**src/verilog/sec_err_defs.vh**
```
// constants for the secondary error severity and first-error pointer registers
`ifndef SEC_ERR_DEFS_VH
`define SEC_ERR_DEFS_VH

// ==========================================
// register offsets in extended config space
`define SEV_OFFSET 12'h134
`define CAPCTL_OFFSET 12'h138

// ==========================================
// field layout and reset values
`define SEV_WIDTH 14
`define SEV_RESET 14'h1340
`define SEV_WRITE_MASK 14'h3FEE
`define SEV_REPORT_MASK 14'h1E8C
`define PTR_WIDTH 5
`define PTR_RESET 5'h00
`define SEV_PAD_WIDTH 18
`define PTR_PAD_WIDTH 27

// ==========================================
// pin input filter depth
`define PIN_SYNC_STAGES 3

`endif

```
**src/verilog/reset_sync.v**
```verilog
// two-flop release synchroniser for the power-on reset
`timescale 1ns/1ps
module reset_sync (
   input wire clk_sys,
   input wire nrst,
   output wire rst_n_out
);
   reg stage1_q;
   reg stage2_q;

   // assert at once, release only on a clock edge
   always @(posedge clk_sys or negedge nrst) begin
      if (!nrst) begin
         stage1_q <= 1'b0;
         stage2_q <= 1'b0;
      end else begin
         stage1_q <= 1'b1;
         stage2_q <= stage1_q;
      end
   end

   assign rst_n_out = stage2_q;
endmodule // reset_sync

```
**src/verilog/pin_filter.v**
```verilog
// three-flop pin synchroniser; a change counts once stages two and three agree
`timescale 1ns/1ps
`include "sec_err_defs.vh"
module pin_filter (
   input wire clk_sys,
   input wire rst_n,
   input wire pin_in,
   output reg level_out
);
   reg [`PIN_SYNC_STAGES-1:0] sync_q;

   always @(posedge clk_sys or negedge rst_n) begin
      if (!rst_n) begin
         sync_q <= {`PIN_SYNC_STAGES{1'b1}};
         level_out <= 1'b1;
      end else begin
         sync_q <= {sync_q[`PIN_SYNC_STAGES-2:0], pin_in};
         // stage one is never looked at here, only shifted on
         if (sync_q[1] == sync_q[2]) begin
            level_out <= sync_q[2];
         end
      end
   end
endmodule // pin_filter

```
**src/verilog/secondary_error_severity_regs.v**
```verilog
// secondary error severity register, first-error pointer and error message selection
`timescale 1ns/1ps
`include "sec_err_defs.vh"
module secondary_error_severity_regs (
   input wire clk_sys,
   input wire nrst,
   input wire perst_n,
   input wire global_reset_pin_n,
   input wire [11:0] cfg_addr,
   input wire cfg_wr,
   input wire cfg_rd,
   input wire [3:0] cfg_be,
   input wire [31:0] cfg_wdata,
   output reg [31:0] cfg_rdata,
   output reg cfg_ack,
   input wire [`SEV_WIDTH-1:0] err_detect,
   input wire [`SEV_WIDTH-1:0] status_held,
   output reg err_fatal_msg,
   output reg err_nonfatal_msg,
   output reg [`PTR_WIDTH-1:0] first_fault_pointer
);

   // ==========================================
   // functions

   // merge write data into an old word, byte lane by byte lane
   function [31:0] merge_bytes;
      input [31:0] old_word;
      input [31:0] new_word;
      input [3:0] lanes;
      integer i;
      begin
         merge_bytes = old_word;
         for (i = 0; i < 4; i = i + 1) begin
            if (lanes[i]) begin
               merge_bytes[i*8 +: 8] = new_word[i*8 +: 8];
            end
         end
      end
   endfunction

   // lowest set bit wins when several errors land in one cycle
   function [`PTR_WIDTH-1:0] lowest_set;
      input [`SEV_WIDTH-1:0] vec;
      integer i;
      begin
         lowest_set = `PTR_RESET;
         for (i = `SEV_WIDTH - 1; i >= 0; i = i - 1) begin
            if (vec[i]) begin
               lowest_set = i[`PTR_WIDTH-1:0];
            end
         end
      end
   endfunction

   // ==========================================
   // resets

   wire rst_n;
   wire perst_n_f;
   wire global_reset_pin_n_f;
   wire soft_clear;

   reset_sync u_reset_sync (
      .clk_sys(clk_sys),
      .nrst(nrst),
      .rst_n_out(rst_n)
   );

   pin_filter u_perst_filter (
      .clk_sys(clk_sys),
      .rst_n(rst_n),
      .pin_in(perst_n),
      .level_out(perst_n_f)
   );

   pin_filter u_global_reset_pin_filter (
      .clk_sys(clk_sys),
      .rst_n(rst_n),
      .pin_in(global_reset_pin_n),
      .level_out(global_reset_pin_n_f)
   );

   // fundamental and global reset act synchronously once filtered
   assign soft_clear = ~perst_n_f | ~global_reset_pin_n_f;

   // ==========================================
   // severity register

   reg [`SEV_WIDTH-1:0] sev_q;
   reg [`SEV_WIDTH-1:0] sev_d;
   wire sev_hit;
   wire ptr_hit;
   wire [31:0] sev_word;
   wire [31:0] ptr_word;
   wire [31:0] sev_merged;

   assign sev_hit = (cfg_addr == `SEV_OFFSET);
   assign ptr_hit = (cfg_addr == `CAPCTL_OFFSET);
   // reserved upper bits always read as zero
   assign sev_word = {{`SEV_PAD_WIDTH{1'b0}}, sev_q};
   assign ptr_word = {{`PTR_PAD_WIDTH{1'b0}}, first_fault_pointer};
   assign sev_merged = merge_bytes(sev_word, cfg_wdata, cfg_be);

   always @* begin
      sev_d = sev_q;
      if (soft_clear) begin
         sev_d = `SEV_RESET;
      end else if (cfg_wr && sev_hit) begin
         // bits 4 and 0 keep their zero; bits above 13 are not stored
         sev_d = (sev_merged[`SEV_WIDTH-1:0] & `SEV_WRITE_MASK)
            | (sev_q & ~`SEV_WRITE_MASK);
      end
   end

   always @(posedge clk_sys or negedge rst_n) begin
      if (!rst_n) begin
         sev_q <= `SEV_RESET;
      end else begin
         sev_q <= sev_d;
      end
   end

   // ==========================================
   // error message selection

   wire [`SEV_WIDTH-1:0] reportable;
   wire [`SEV_WIDTH-1:0] pending_reportable;

   // pci-x only bits never reach the message logic
   assign reportable = err_detect & `SEV_REPORT_MASK;
   assign pending_reportable = status_held & `SEV_REPORT_MASK;

   always @(posedge clk_sys or negedge rst_n) begin
      if (!rst_n) begin
         err_fatal_msg <= 1'b0;
         err_nonfatal_msg <= 1'b0;
      end else begin
         err_fatal_msg <= |(reportable & sev_q);
         err_nonfatal_msg <= |(reportable & ~sev_q);
      end
   end

   // ==========================================
   // first-error pointer

   reg latched_q;
   wire [`SEV_WIDTH-1:0] shifted_status;
   wire still_pending;
   wire released;

   // status is held outside; its bits clear only by a software one-write
   assign shifted_status = status_held >> first_fault_pointer;
   assign still_pending = shifted_status[0];
   assign released = latched_q & ~still_pending;

   always @(posedge clk_sys or negedge rst_n) begin
      if (!rst_n) begin
         first_fault_pointer <= `PTR_RESET;
         latched_q <= 1'b0;
      end else if (soft_clear) begin
         first_fault_pointer <= `PTR_RESET;
         latched_q <= 1'b0;
      end else if (!latched_q && (|reportable)) begin
         first_fault_pointer <= lowest_set(reportable);
         latched_q <= 1'b1;
      end else if (released && (|pending_reportable)) begin
         // an error that raced the clear is still pending: take it, not lose it
         first_fault_pointer <= lowest_set(pending_reportable);
         latched_q <= 1'b1;
      end else if (released && (|reportable)) begin
         first_fault_pointer <= lowest_set(reportable);
         latched_q <= 1'b1;
      end else if (released) begin
         // pointer keeps showing the last error until a new one arrives
         latched_q <= 1'b0;
      end
   end

   // ==========================================
   // configuration read and acknowledge

   reg [31:0] read_mux;

   always @* begin
      read_mux = 32'h0000_0000;
      if (sev_hit) begin
         read_mux = sev_word;
      end else if (ptr_hit) begin
         read_mux = ptr_word;
      end
   end

   always @(posedge clk_sys or negedge rst_n) begin
      if (!rst_n) begin
         cfg_rdata <= 32'h0000_0000;
         cfg_ack <= 1'b0;
      end else begin
         cfg_ack <= cfg_rd | cfg_wr;
         if (cfg_rd) begin
            cfg_rdata <= read_mux;
         end else begin
            cfg_rdata <= 32'h0000_0000;
         end
      end
   end

endmodule // secondary_error_severity_regs

```
**config.mk**
```make
export PLATFORM = sky130hd
export DESIGN_NAME = secondary_error_severity_regs
export DESIGN_NICKNAME = d
export VERILOG_FILES = /design/src/verilog/reset_sync.v /design/src/verilog/pin_filter.v /design/src/verilog/secondary_error_severity_regs.v
export VERILOG_INCLUDE_DIRS = /design/src /design/src/verilog
export SDC_FILE = /design/constraint.sdc
export NUM_CORES = 1
export LEC_CHECK = 0
export ABC_AREA = 1
export BUFFER_PORTS_ARGS = -buffer_cell sky130_fd_sc_hd__buf_2
export CAP_MARGIN = 20
export CORE_MARGIN = 4
export CORE_UTILIZATION = 49
export DETAILED_ROUTE_END_ITERATION = 7
export PLACE_DENSITY = 0.86
export SYNTH_ARGS = -nofsm -noshare
export SYNTH_HDL_FRONTEND = slang
export SYNTH_SLANG_ARGS = --single-unit
```
**constraint.sdc**
```tcl
create_clock -name clk_sys -period 2.66 [get_ports clk_sys]
set_input_delay 0.133 -clock clk_sys [delete_from_list [all_inputs] [get_ports clk_sys]]
set_output_delay 0.133 -clock clk_sys [all_outputs]
set_load 0.02 [all_outputs]
```
=== Word-level counts from Yosys, hierarchy flattened ===
Cells that the tools add are included.

* Equality and inequality tests: 4
* Shift operators: 1
* Multiplexer cells: 30
* Bitwise logic cells: 10
* Reduce and logical (&&, ||, !) cells: 12

{| class="wikitable"
|+ Operator list
! cell !! number
|-
| 5-bit two-way mux || 16
|-
| 32-bit two-way mux || 2
|-
| 13-bit by 14-bit AND with 14-bit output || 2
|-
| 14-bit two-way mux || 2
|-
| 14-bit OR reduction || 2
|-
| 12-bit by 9-bit equality test with 1-bit output, second input constant || 2
|-
| 14-bit NOT || 1
|-
| 14-bit by 5-bit bitwise OR with 14-bit output || 1
|-
| 7-bit OR reduction || 2
|-
| 14-bit by 5-bit >> shifter with 1-bit output || 1
|-
| 4-bit two-way mux || 3
|-
| 8-bit two-way mux || 1
|-
| 6-bit two-way mux || 1
|-
| 1-bit two-way mux || 5
|-
| 5-bit nonzero test || 1
|-
| 1-bit logical AND || 4
|-
| 4-bit nonzero test || 1
|-
| 1-bit NOT || 3
|-
| 1-bit equality test || 2
|-
| 1-bit bitwise OR || 2
|-
| 2-bit nonzero test || 1
|-
| 1-bit AND || 1
|-
| 1-bit logical NOT || 1
|}

* Bits in registers: 65
* Input port bits: 82
* Output and inout port bits: 40

=== Logic depth before layout (Yosys ltp) ===
Gate-level depths: netlist (run 1).

* Depth in word-level cells: 11
* Gate-level depth with buffers: 14

=== Hierarchy ===
A second synthesis (run 1) with hierarchy kept.

* Cell total of the unflattened synthesis: 270
* Area total of the unflattened synthesis: 2218.4 sq um

{| class="wikitable"
|+ Modules (own cells, without submodules)
! module !! times used !! cells an instance !! area each (sq um) !! seq. area each (sq um)
|-
| secondary_error_severity_regs || 1 || 251 || 1921.8 || 855.8
|-
| pin_filter || 2 || 8 || 121.4 || 105.1
|-
| reset_sync || 1 || 3 || 53.8 || 50.0
|}

=== Least setup slack after synthesis (run 1) ===
No wires, ideal clock.

* Path type: reg-to-reg
* Start point: register first_fault_pointer[0]
* End point: register first_fault_pointer[2]
* Setup time: 0.065 ns
* Data arrival time: 1.402 ns
* Required time: 2.595 ns
* Slack: 1.193 ns
* Cell stages (with the launch flop): 14
* Path buffers: 1
* Clock period less this slack: 1.467 ns
* Path through: dfrtp_1 -> buf_6 -> inv_8 -> nand2_2 -> nand3_1 -> nand2_1 -> nand2_1 -> nand2_1 -> nand2_4 -> nand4_4 -> nand2_2 -> nor2_2 -> nand2_1 -> nand2_1

* Longest elaborated chain between the ends: 7
* Elaborated cells between the ends (all ways): 9
* Those cells by class: shift: 1; mux: 3; bitwise: 2; reduce/logical: 3

{| class="wikitable"
|+ Ends and longest elaborated chain
! element !! RTL line !! RTL
|-
| start, declared || secondary_error_severity_regs.v:20 || <nowiki>output reg [`PTR_WIDTH-1:0] first_fault_pointer</nowiki>
|-
| start signal, assigned || secondary_error_severity_regs.v:159 || <nowiki>first_fault_pointer <= `PTR_RESET;</nowiki>
|-
| start signal, assigned || secondary_error_severity_regs.v:162 || <nowiki>first_fault_pointer <= `PTR_RESET;</nowiki>
|-
| start signal, assigned || secondary_error_severity_regs.v:165 || <nowiki>first_fault_pointer <= lowest_set(reportable);</nowiki>
|-
| 14-bit by 5-bit >> shifter with 1-bit output (*) || secondary_error_severity_regs.v:153 || <nowiki>assign shifted_status = status_held >> first_fault_pointer;</nowiki>
|-
| 1-bit NOT (*) || secondary_error_severity_regs.v:155 || <nowiki>assign released = latched_q & ~still_pending;</nowiki>
|-
| 1-bit AND (*) || secondary_error_severity_regs.v:155 ||
|-
| 1-bit logical AND || secondary_error_severity_regs.v:167 || <nowiki>end else if (released && (|pending_reportable)) begin</nowiki>
|-
| 5-bit two-way mux || secondary_error_severity_regs.v:167 ||
|-
| 5-bit two-way mux || secondary_error_severity_regs.v:164 || <nowiki>end else if (!latched_q && (|reportable)) begin</nowiki>
|-
| 5-bit two-way mux || secondary_error_severity_regs.v:161 || <nowiki>end else if (soft_clear) begin</nowiki>
|}

Every way passes the cells marked *; elsewhere a longest branch is shown, timed or not.
A chain may end at the register's enable or synchronous reset.

=== Worst setup path in the final report (run 1) ===
Same ends and word-level chain as after synthesis.

==> results summary, run 1 <==
The fraction of power consumed by combinational cells is 17.8%. The count of mapped cells out of synthesis is 263. The part of the cycle the worst path needs came out at 60.7%.

The relative slew slack came out at 42.7%. The vias per cell came out at 4.80. In the routed design, unresolved DRC markers number 0. The tree is rooted in a clkbuf_8.

Measured along the y axis, the die boundary spans 77.5 um. The initial antenna violation count came to 0. The sequential share of the synthesized area is 47.1%. The die boundary width is 77.5 um.

The number of placed I/O pins came out at 122. The largest clock skew in the final design came out at 0.00314 ns. The met2 track utilization from global routing is 33.0%. The post-layout net count came out at 426. The count of input and output buffers came out at 73. The worst slack on hold paths came out at 0.0486 ns. Of all cell types, the one taking the most synthesized area is dfrtp_1. The clock buffer count from CTS is 5. Net switching is 28.2% of the power. The final weighted congestion in routability-driven placement came out at 0.803. The tightest min-delay check is of the primary input to register type.

The signed area change from the synthesized netlist to the final layout came out at 20.1%. The final hold violation count was 0. The clock share of power is 31.0%. The setup TNS is 0 ns. After detailed placement, the design holds a cell count of 388. Leaving out fill and tap cells, the most frequent cells in the layout are 73 x buf_2, 58 x nand2_1, 36 x inv_1. The number of vias in the routed layout came out at 1917. The share of post-route cells with drive strength above 1 came out at 39.1%.

In the final routed layout, each cell accounts on average for 12.5 um. The overall overflow remaining after global route is 0. The filler-free cell count of the finished design is 399. The final-report max-slew violation count came out at 0. The post-CTS setup buffer count came out at 0. The worst register-to-register path ends at first_fault_pointer[2]. The layer flagged by global routing as most heavily used is met2. The number of max-cap violations came out at 0. STA classifies the critical path startpoint as a register. The clock period could shrink to 1.62 ns. Data on the critical path arrives at its endpoint at 1.85 ns. The routed design has 4.99 mm of wire. The source of the worst hold timing path is cfg_wdata[13].

The synthesized cell area is 0.00237 mm^2. The full die area came out at 0.00601 mm^2. STA classifies the critical path endpoint as a register. The number of instances on the worst hold path came out at 3. After synthesis, the mean cell area works out to 9.01 um^2. The count of warnings emitted by yosys is 0. The longest clock path from root to sink contains 2 buffers. The post-synthesis sequential element count came out at 44. The via count of the first global-routing pass came to 1967. The largest vdd supply drop is 0.000382 V. The critical path class is register to register. The flow ran to the end, and the final reports show no timing, DRC or antenna violations. The total number of clock tree sinks came out at 44. The number of inserted diodes is 0. The internal portion of the total power is 1030 uW. The startpoint identified for the worst register-to-register timing path is first_fault_pointer[0]. Setup repair after global routing left no endpoint under its margin. The clock tree from TritonCTS is built. The library cell used most frequently in the layout, excluding fill and tap cells, is buf_2. The number of gates given a new drive strength after cts came out at 0.

The clock input transition at the sequential cells of the worst setup and hold paths came out at 0.08 ns. The number of search-and-repair iterations in the first detailed-routing pass is 6. The number of setup violations in the final report came out at 0. The global-route met1 utilization came out at 19.3%.

The count of H-tree levels built during CTS came out at 2. The number of cells on the worst reg-to-reg path is 12. The antenna violation net count after detailed routing is 0.

In the post-synthesis netlist, the biggest area contributors are dfrtp_1 34%, dfstp_2 13%, nand2_1 9.2%. The top-area cell type share of the netlist area is 33.8%. The pin slew with the least headroom to its limit is 0.859 ns.

Along the worst path, the maximum fanout reaches 9. Sequential cells account for 51.2% of the total power. The wire length of the first global-routing pass came out at 8.56 mm. The pin count of the biggest net entering global routing came out at 43. In this run the power density over the cells is 503 mW/mm^2. In this run the register-to-register setup slack is 1.04 ns. The total global-route track usage came out at 17.4%. The initial standard-cell utilization of the core came out at 50.5%. The net switching power is 403 uW.

The number of cell rows is 25. The required time of the critical path came out at 2.89 ns. The worst-skew pair later-pin latency came out at 0.29 ns. The half-perimeter wire length of the detailed placement result is 3.97 mm.

The worst hold path terminates at sev_q[13]. The floorplan core area came out at 0.00469 mm^2. For this run, global-route usage on met3 was measured as 4.76%.

The maximum frequency from static timing analysis is 619 MHz. The number of distinct standard cells referenced by the synthesized netlist came out at 41. The static leakage power is 0.00153 uW. The DRC violation total after the first TritonRoute iteration is 71. Hold repair after CTS inserted 3 buffers.
-- Yosys cell counts (all sizes together) --
cell	instances
o2111ai	1
dfrtp	32
maj3	2
o21bai	1
a31oi	3
clkinv	3
buf	21
conb	2
o22ai	6
nor4	2
nand4	3
nor2	24
o211ai	1
nand2	67
nand3b	1
o21ai	13
inv	40
a221oi	2
or2	2
nand3	19
a21oi	4
dfstp	12
nor3	1
a21boi	1
-- logic make-up (layout without fill, tap and decap cells) --
| family | after synthesis | count (layout) | synth area share (%) |
|---|---|---|---|
| AO/OA/AOI/OAI | 32 | 32 | 10.1 |
| adder cells (fa/ha/maj) | 2 | 2 | 0.845 |
| buffers and inverters | 64 | 127 | 13.9 |
| flip-flops | 44 | 44 | 47.1 |
| other | 2 | 21 | 0.317 |
| AND/OR/NAND/NOR | 119 | 119 | 27.7 |
-- sequential cells by signal, summed over array words and instances (netlist names), 3 cells and up --
signal                            cells
first_fault_pointer                   4
cfg_rdata                            14
u_perst_filter.sync_q                 3
sev_q                                12
u_global_reset_pin_filter.sync_q      3
-- power by group through the flow --
stage | Combinational (uW) | Sequential (uW) | Clock, uW
floorplan | 190 | 746 | 0
global placement | 245 | 745 | 0
detailed placement | 251 | 746 | 0
CTS | 255 | 734 | 460
global route | 285 | 738 | 483
finish | 255 | 733 | 445
-- cell type report --
class | count | area (um^2)
Fill cell | 424 | 1850
Sequential cell | 44 | 1120
Multi-Input combinational cell | 174 | 995
Timing Repair Buffer | 76 | 395
Inverter | 43 | 171
Clock buffer | 8 | 100
Tap cell | 54 | 67.6
-- worst max path at each step --
stage | from | to | slack (ns)
6_report | first_fault_pointer[0] | first_fault_pointer[2] | 1.04
5_1_grt | first_fault_pointer[0] | first_fault_pointer[2] | 0.86
4_1_cts | first_fault_pointer[0] | first_fault_pointer[2] | 1.03
3_5_place_dp | first_fault_pointer[0] | first_fault_pointer[2] | 1.05
3_3_place_gp | first_fault_pointer[0] | first_fault_pointer[2] | 1.11
2_1_floorplan | first_fault_pointer[0] | first_fault_pointer[2] | 1.19
-- metal layers --
metal | part of all wire (%) | vias up | wire length [um]
met5 | 0 | - | 0
met4 | 1.2 | 0 | 60
met3 | 6.2 | 7 | 311
met2 | 54 | 58 | 2700
met1 | 38 | 895 | 1920
li1 | - | 957 | -
-- metrics by stage --
step                      utilization (%)  power, uW  setup WS (ns)  cell area, um^2
after floorplan                         -        936           1.19             2440
after global placement               57.9        990           1.11             2720
after CTS                            60.7       1450           1.03             2850
after global routing                 60.7       1510          0.861             2850
after detailed placement             57.9        997           1.05             2720
final                                60.7       1430           1.04             2850
-- critical path, cell delays in order (launching register included) --
cell and delay, ns:
dfrtp_1 0.61, nand2_1 0.13, nand3_1 0.10, nand2_1 0.05, nand2_1 0.05, nand2_1 0.08, nand2_4 0.10, nand3_4 0.09
nor2_4 0.11, nand2_1 0.06, nand2_1 0.05, nand2_1 0.07, nand2_1 0.06
Power figures use the tool's default switching activity.
==> run 2, diff against run 1 <==
Settings changed: ABC_AREA 1 to 0, CORE_UTILIZATION 49 to 40, PLACE_DENSITY 0.86 to 0.76.
Clock period 2.66 ns to 1.3 ns, I/O delays scaled along.
==> run 2 against run 1 <==
The flow now finishes with violations (negative setup slack). Sequential share of layout area shrank 3.1 points. Global-route usage shrank 0.26 points. Worst hold slack lost 0.019 ns. Maximum frequency shrank 21%.
==> results summary, run 2 <==
The flow ran to the end, but the final reports show violations. The checks that failed: negative setup slack. The number of placed I/O pins came out at 122. The final-report max-slew violation count is 0. The part of the cycle the worst path needs is 156%. The cell with the most instances after synthesis is dfrtp_1. Setup repair after global routing could not meet its margin everywhere. The biggest fanout along the worst timing path came out at 4. The vias per cell is 4.92. The total wirelength of the detailed-routed design came out at 5.68 mm. The tree is rooted in a clkbuf_8. The initial standard-cell utilization of the core came out at 41.9%. The global-route met1 utilization is 20.0%.

By startpoint and endpoint, the worst setup path is classified as register to register. The static leakage power came out at 0.00152 uW. TritonCTS built the clock tree.

Summing the sequential cell areas from Yosys gives 51.5% of the chip area. The remaining routing DRC violations came out at 0. The post-route netlist has 45.9% of its cells at a drive strength greater than 1. The power density over the cells came out at 1030 mW/mm^2. The top-area cell type share of the netlist area came out at 36.9%.

Leaving out fill and tap cells, the most frequent cells in the layout are 73 x buf_2, 40 x buf_4, 30 x dfrtp_1. The final hold violation count is 0. From bottom edge to top edge, the die measures 81.6 um. Sorting the synthesized cells by area gives the leading types as dfrtp_1 37%, dfstp_2 15%, buf_4 6.6%. The async set-reset flop share out of synthesis is 100%. The clock input transition at the sequential cells of the worst setup and hold paths came out at 0.08 ns. The synthesized cell area is 0.00217 mm^2. The worst setup path is captured at a register. The number of vias in the routed layout is 1974. The count of nets left with antenna violations once routing finished came out at 0. Once detailed placement completed, the half-perimeter wirelength came to 4.29 mm. The worst slack on hold paths is 0.0299 ns.

The number of max-cap violations came out at 0. The netlist uses 46 different library cells. dfrtp_1 takes more of the synthesized area than any other cell. The largest vdd supply drop came out at 0.000885 V.

The count of input and output buffers is 73. The data arrival at the endpoint of the critical path is 2.23 ns. The signed area change from the synthesized netlist to the final layout came out at 42.5%.

From left edge to right edge, the die measures 81.6 um. Setup violations remaining at the end of the flow were counted as 5. The most used flip-flop cell after synthesis is dfrtp_1. The number of cells on the worst reg-to-reg path is 7. The via count of the first global-routing pass is 1894.

More flip-flops sit in one register than any other, and that register is cfg_rdata. In this run the worst hold path is classified as primary input to register. The most common library cell in the layout ignoring fill and taps is buf_2. The clock buffer count from CTS is 5.

The initial antenna violation count came out at 0. Routability-driven placement finished with a final weighted congestion of 0.922. The largest registers in the layout are cfg_rdata (14), sev_q (12), first_fault_pointer (4). The power consumption is 3190 uW.

Sorting the synthesized cells by how often they occur yields 32 x dfrtp_1, 21 x nand2_1, 19 x buf_4, 19 x nand3_1, 13 x a21oi_1. The register with the most flip-flops in the layout has 14 of them. The wire length of the first global-routing pass came out at 8.59 mm. The met3 capacity usage during global routing is 3.18%. The critical path starts at first_fault_pointer[0].

The number of cell rows came out at 26. Across all register-to-register paths, the minimum setup slack is -0.73 ns. The first TritonRoute pass finished after 4 iterations. The post-synthesis sequential element count came out at 44. The layer with the highest usage is met2.

In this run the critical register-to-register path is captured at first_fault_pointer[1]. The full die area is 0.00666 mm^2. The number of inserted filler cells in the final layout is 442. The DRC violation total after the first TritonRoute iteration came out at 149.

The maximum frequency from static timing analysis is 492 MHz. The number of instances on the worst hold path is 3. The required time of the critical path came out at 1.49 ns. The maximum clock path buffer count is 2.

In this run the standard cell core region covers 0.00517 mm^2. The worst setup margin came out at -0.733 ns. 0 antenna diodes ended up in the layout. The overall overflow remaining after global route came out at 0.

The worst-skew pair later-pin latency is 0.30 ns. The total global-route track usage is 17.2%. In the final routed layout, each cell accounts on average for 14.2 um.

The total number of clock tree sinks is 44. The number of placed instances, taps included, is 381. The largest clock skew in the final design is 0.00924 ns. The final critical path time including I/O delays and setup is 2.03 ns. Entering global routing, the biggest net connects 43 pins. The worst register-to-register path begins at first_fault_pointer[0].

For this run, global-route usage on met2 was measured as 30.2%. The synthesized design contains 0 enable-type register cells. The count of H-tree levels built during CTS came out at 2. The post-synthesis average cell area came out at 10.6 um^2. The count of warnings emitted by yosys came out at 0. STA classifies the critical path startpoint as a register.

Counting every instance in the synthesized netlist gives 204. In this run the worst setup path terminates at first_fault_pointer[1]. The post-layout net count came out at 412. Once layout is complete, the cells apart from fillers number 401.
## run 2: how the worst min path moves through the flow
stage                              from                     end  slack, ns
after floorplan                    nrst  u_reset_sync.rst_n_out      -0.23
after global placement             nrst   u_reset_sync.stage1_q      -0.15
after detailed placement           nrst   u_reset_sync.stage1_q      -0.15
after CTS                 cfg_wdata[12]               sev_q[12]       0.02
after global routing       cfg_wdata[5]                sev_q[5]       0.01
final                      cfg_wdata[5]                sev_q[5]       0.03
## run 2: worst max-delay path: stages (launching register included)
cell,delay [ns]
dfrtp_2,0.43
buf_12,0.12
mux4_2,0.48
nand2b_4,0.16
o211ai_4,0.11
a31oi_4,0.14
and2_2,0.25
a22o_1,0.24
## run 2: repair_timing
| item | in CTS | in global routing |
|---|---|---|
| endpoints found under the setup margin | 5 | 6 |
| buffers inserted | 1 | 3 |
| hold buffers | 8 | 0 |
| pin swaps | 1 | 2 |
| resized for setup | 0 | 6 |
| gates cloned | 0 | 0 |
| hold endpoints to repair | 8 | 0 |
## run 2: area by class of cell
class	instances	area [um^2]	share of cell area (%)
Tap cell	70	87.6	2.83
Inverter	6	22.5	0.729
Sequential cell	44	1120	36.2
Clock buffer	6	82.6	2.67
Clock inverter	2	38.8	1.26
Multi-Input combinational cell	150	955	30.9
Timing Repair Buffer	123	786	25.4
## run 2: cells by family (layout without fill, tap and decap cells)
logic type      after synthesis  after routing  share of synthesized area [%]
flops                        44             44                           51.5
other cells                   2             21                          0.346
mux                           8              8                           4.96
buf+inv                      29            137                           8.66
fa+ha+maj                     2              2                          0.923
simple gates                 84             84                           21.5
compound gates               35             35                           12.1
## run 2: per-stage QoR
step / worst slack (ns) / area, um^2 / utilization, % / TNS, ns
floorplan: -0.696 / 2240 / - / -3.31
global placement: -0.599 / 2830 / 54.7 / -4.44
detailed placement: -0.655 / 2830 / 54.7 / -4.99
CTS: -0.640 / 3040 / 58.7 / -3.10
global route: -0.790 / 3090 / 59.7 / -3.78
finish: -0.733 / 3090 / 59.7 / -3.46
## run 2: power breakdown
| part | total, uW | leakage (uW) | internal [uW] | switching [uW] |
|---|---|---|---|---|
| clock | 1080 | 0.0000614 | 628 | 454 |
| combinational | 648 | 0.000909 | 314 | 334 |
| sequential | 1460 | 0.000549 | 1420 | 36.3 |
| total | 3190 | 0.00152 | 2360 | 824 |
## run 2: metal layers
layer | vias to the layer above | routed length (um)
met5 | - | 0
li1 | 936 | -
met4 | 0 | 131
met3 | 14 | 487
met2 | 90 | 2870
met1 | 934 | 2190
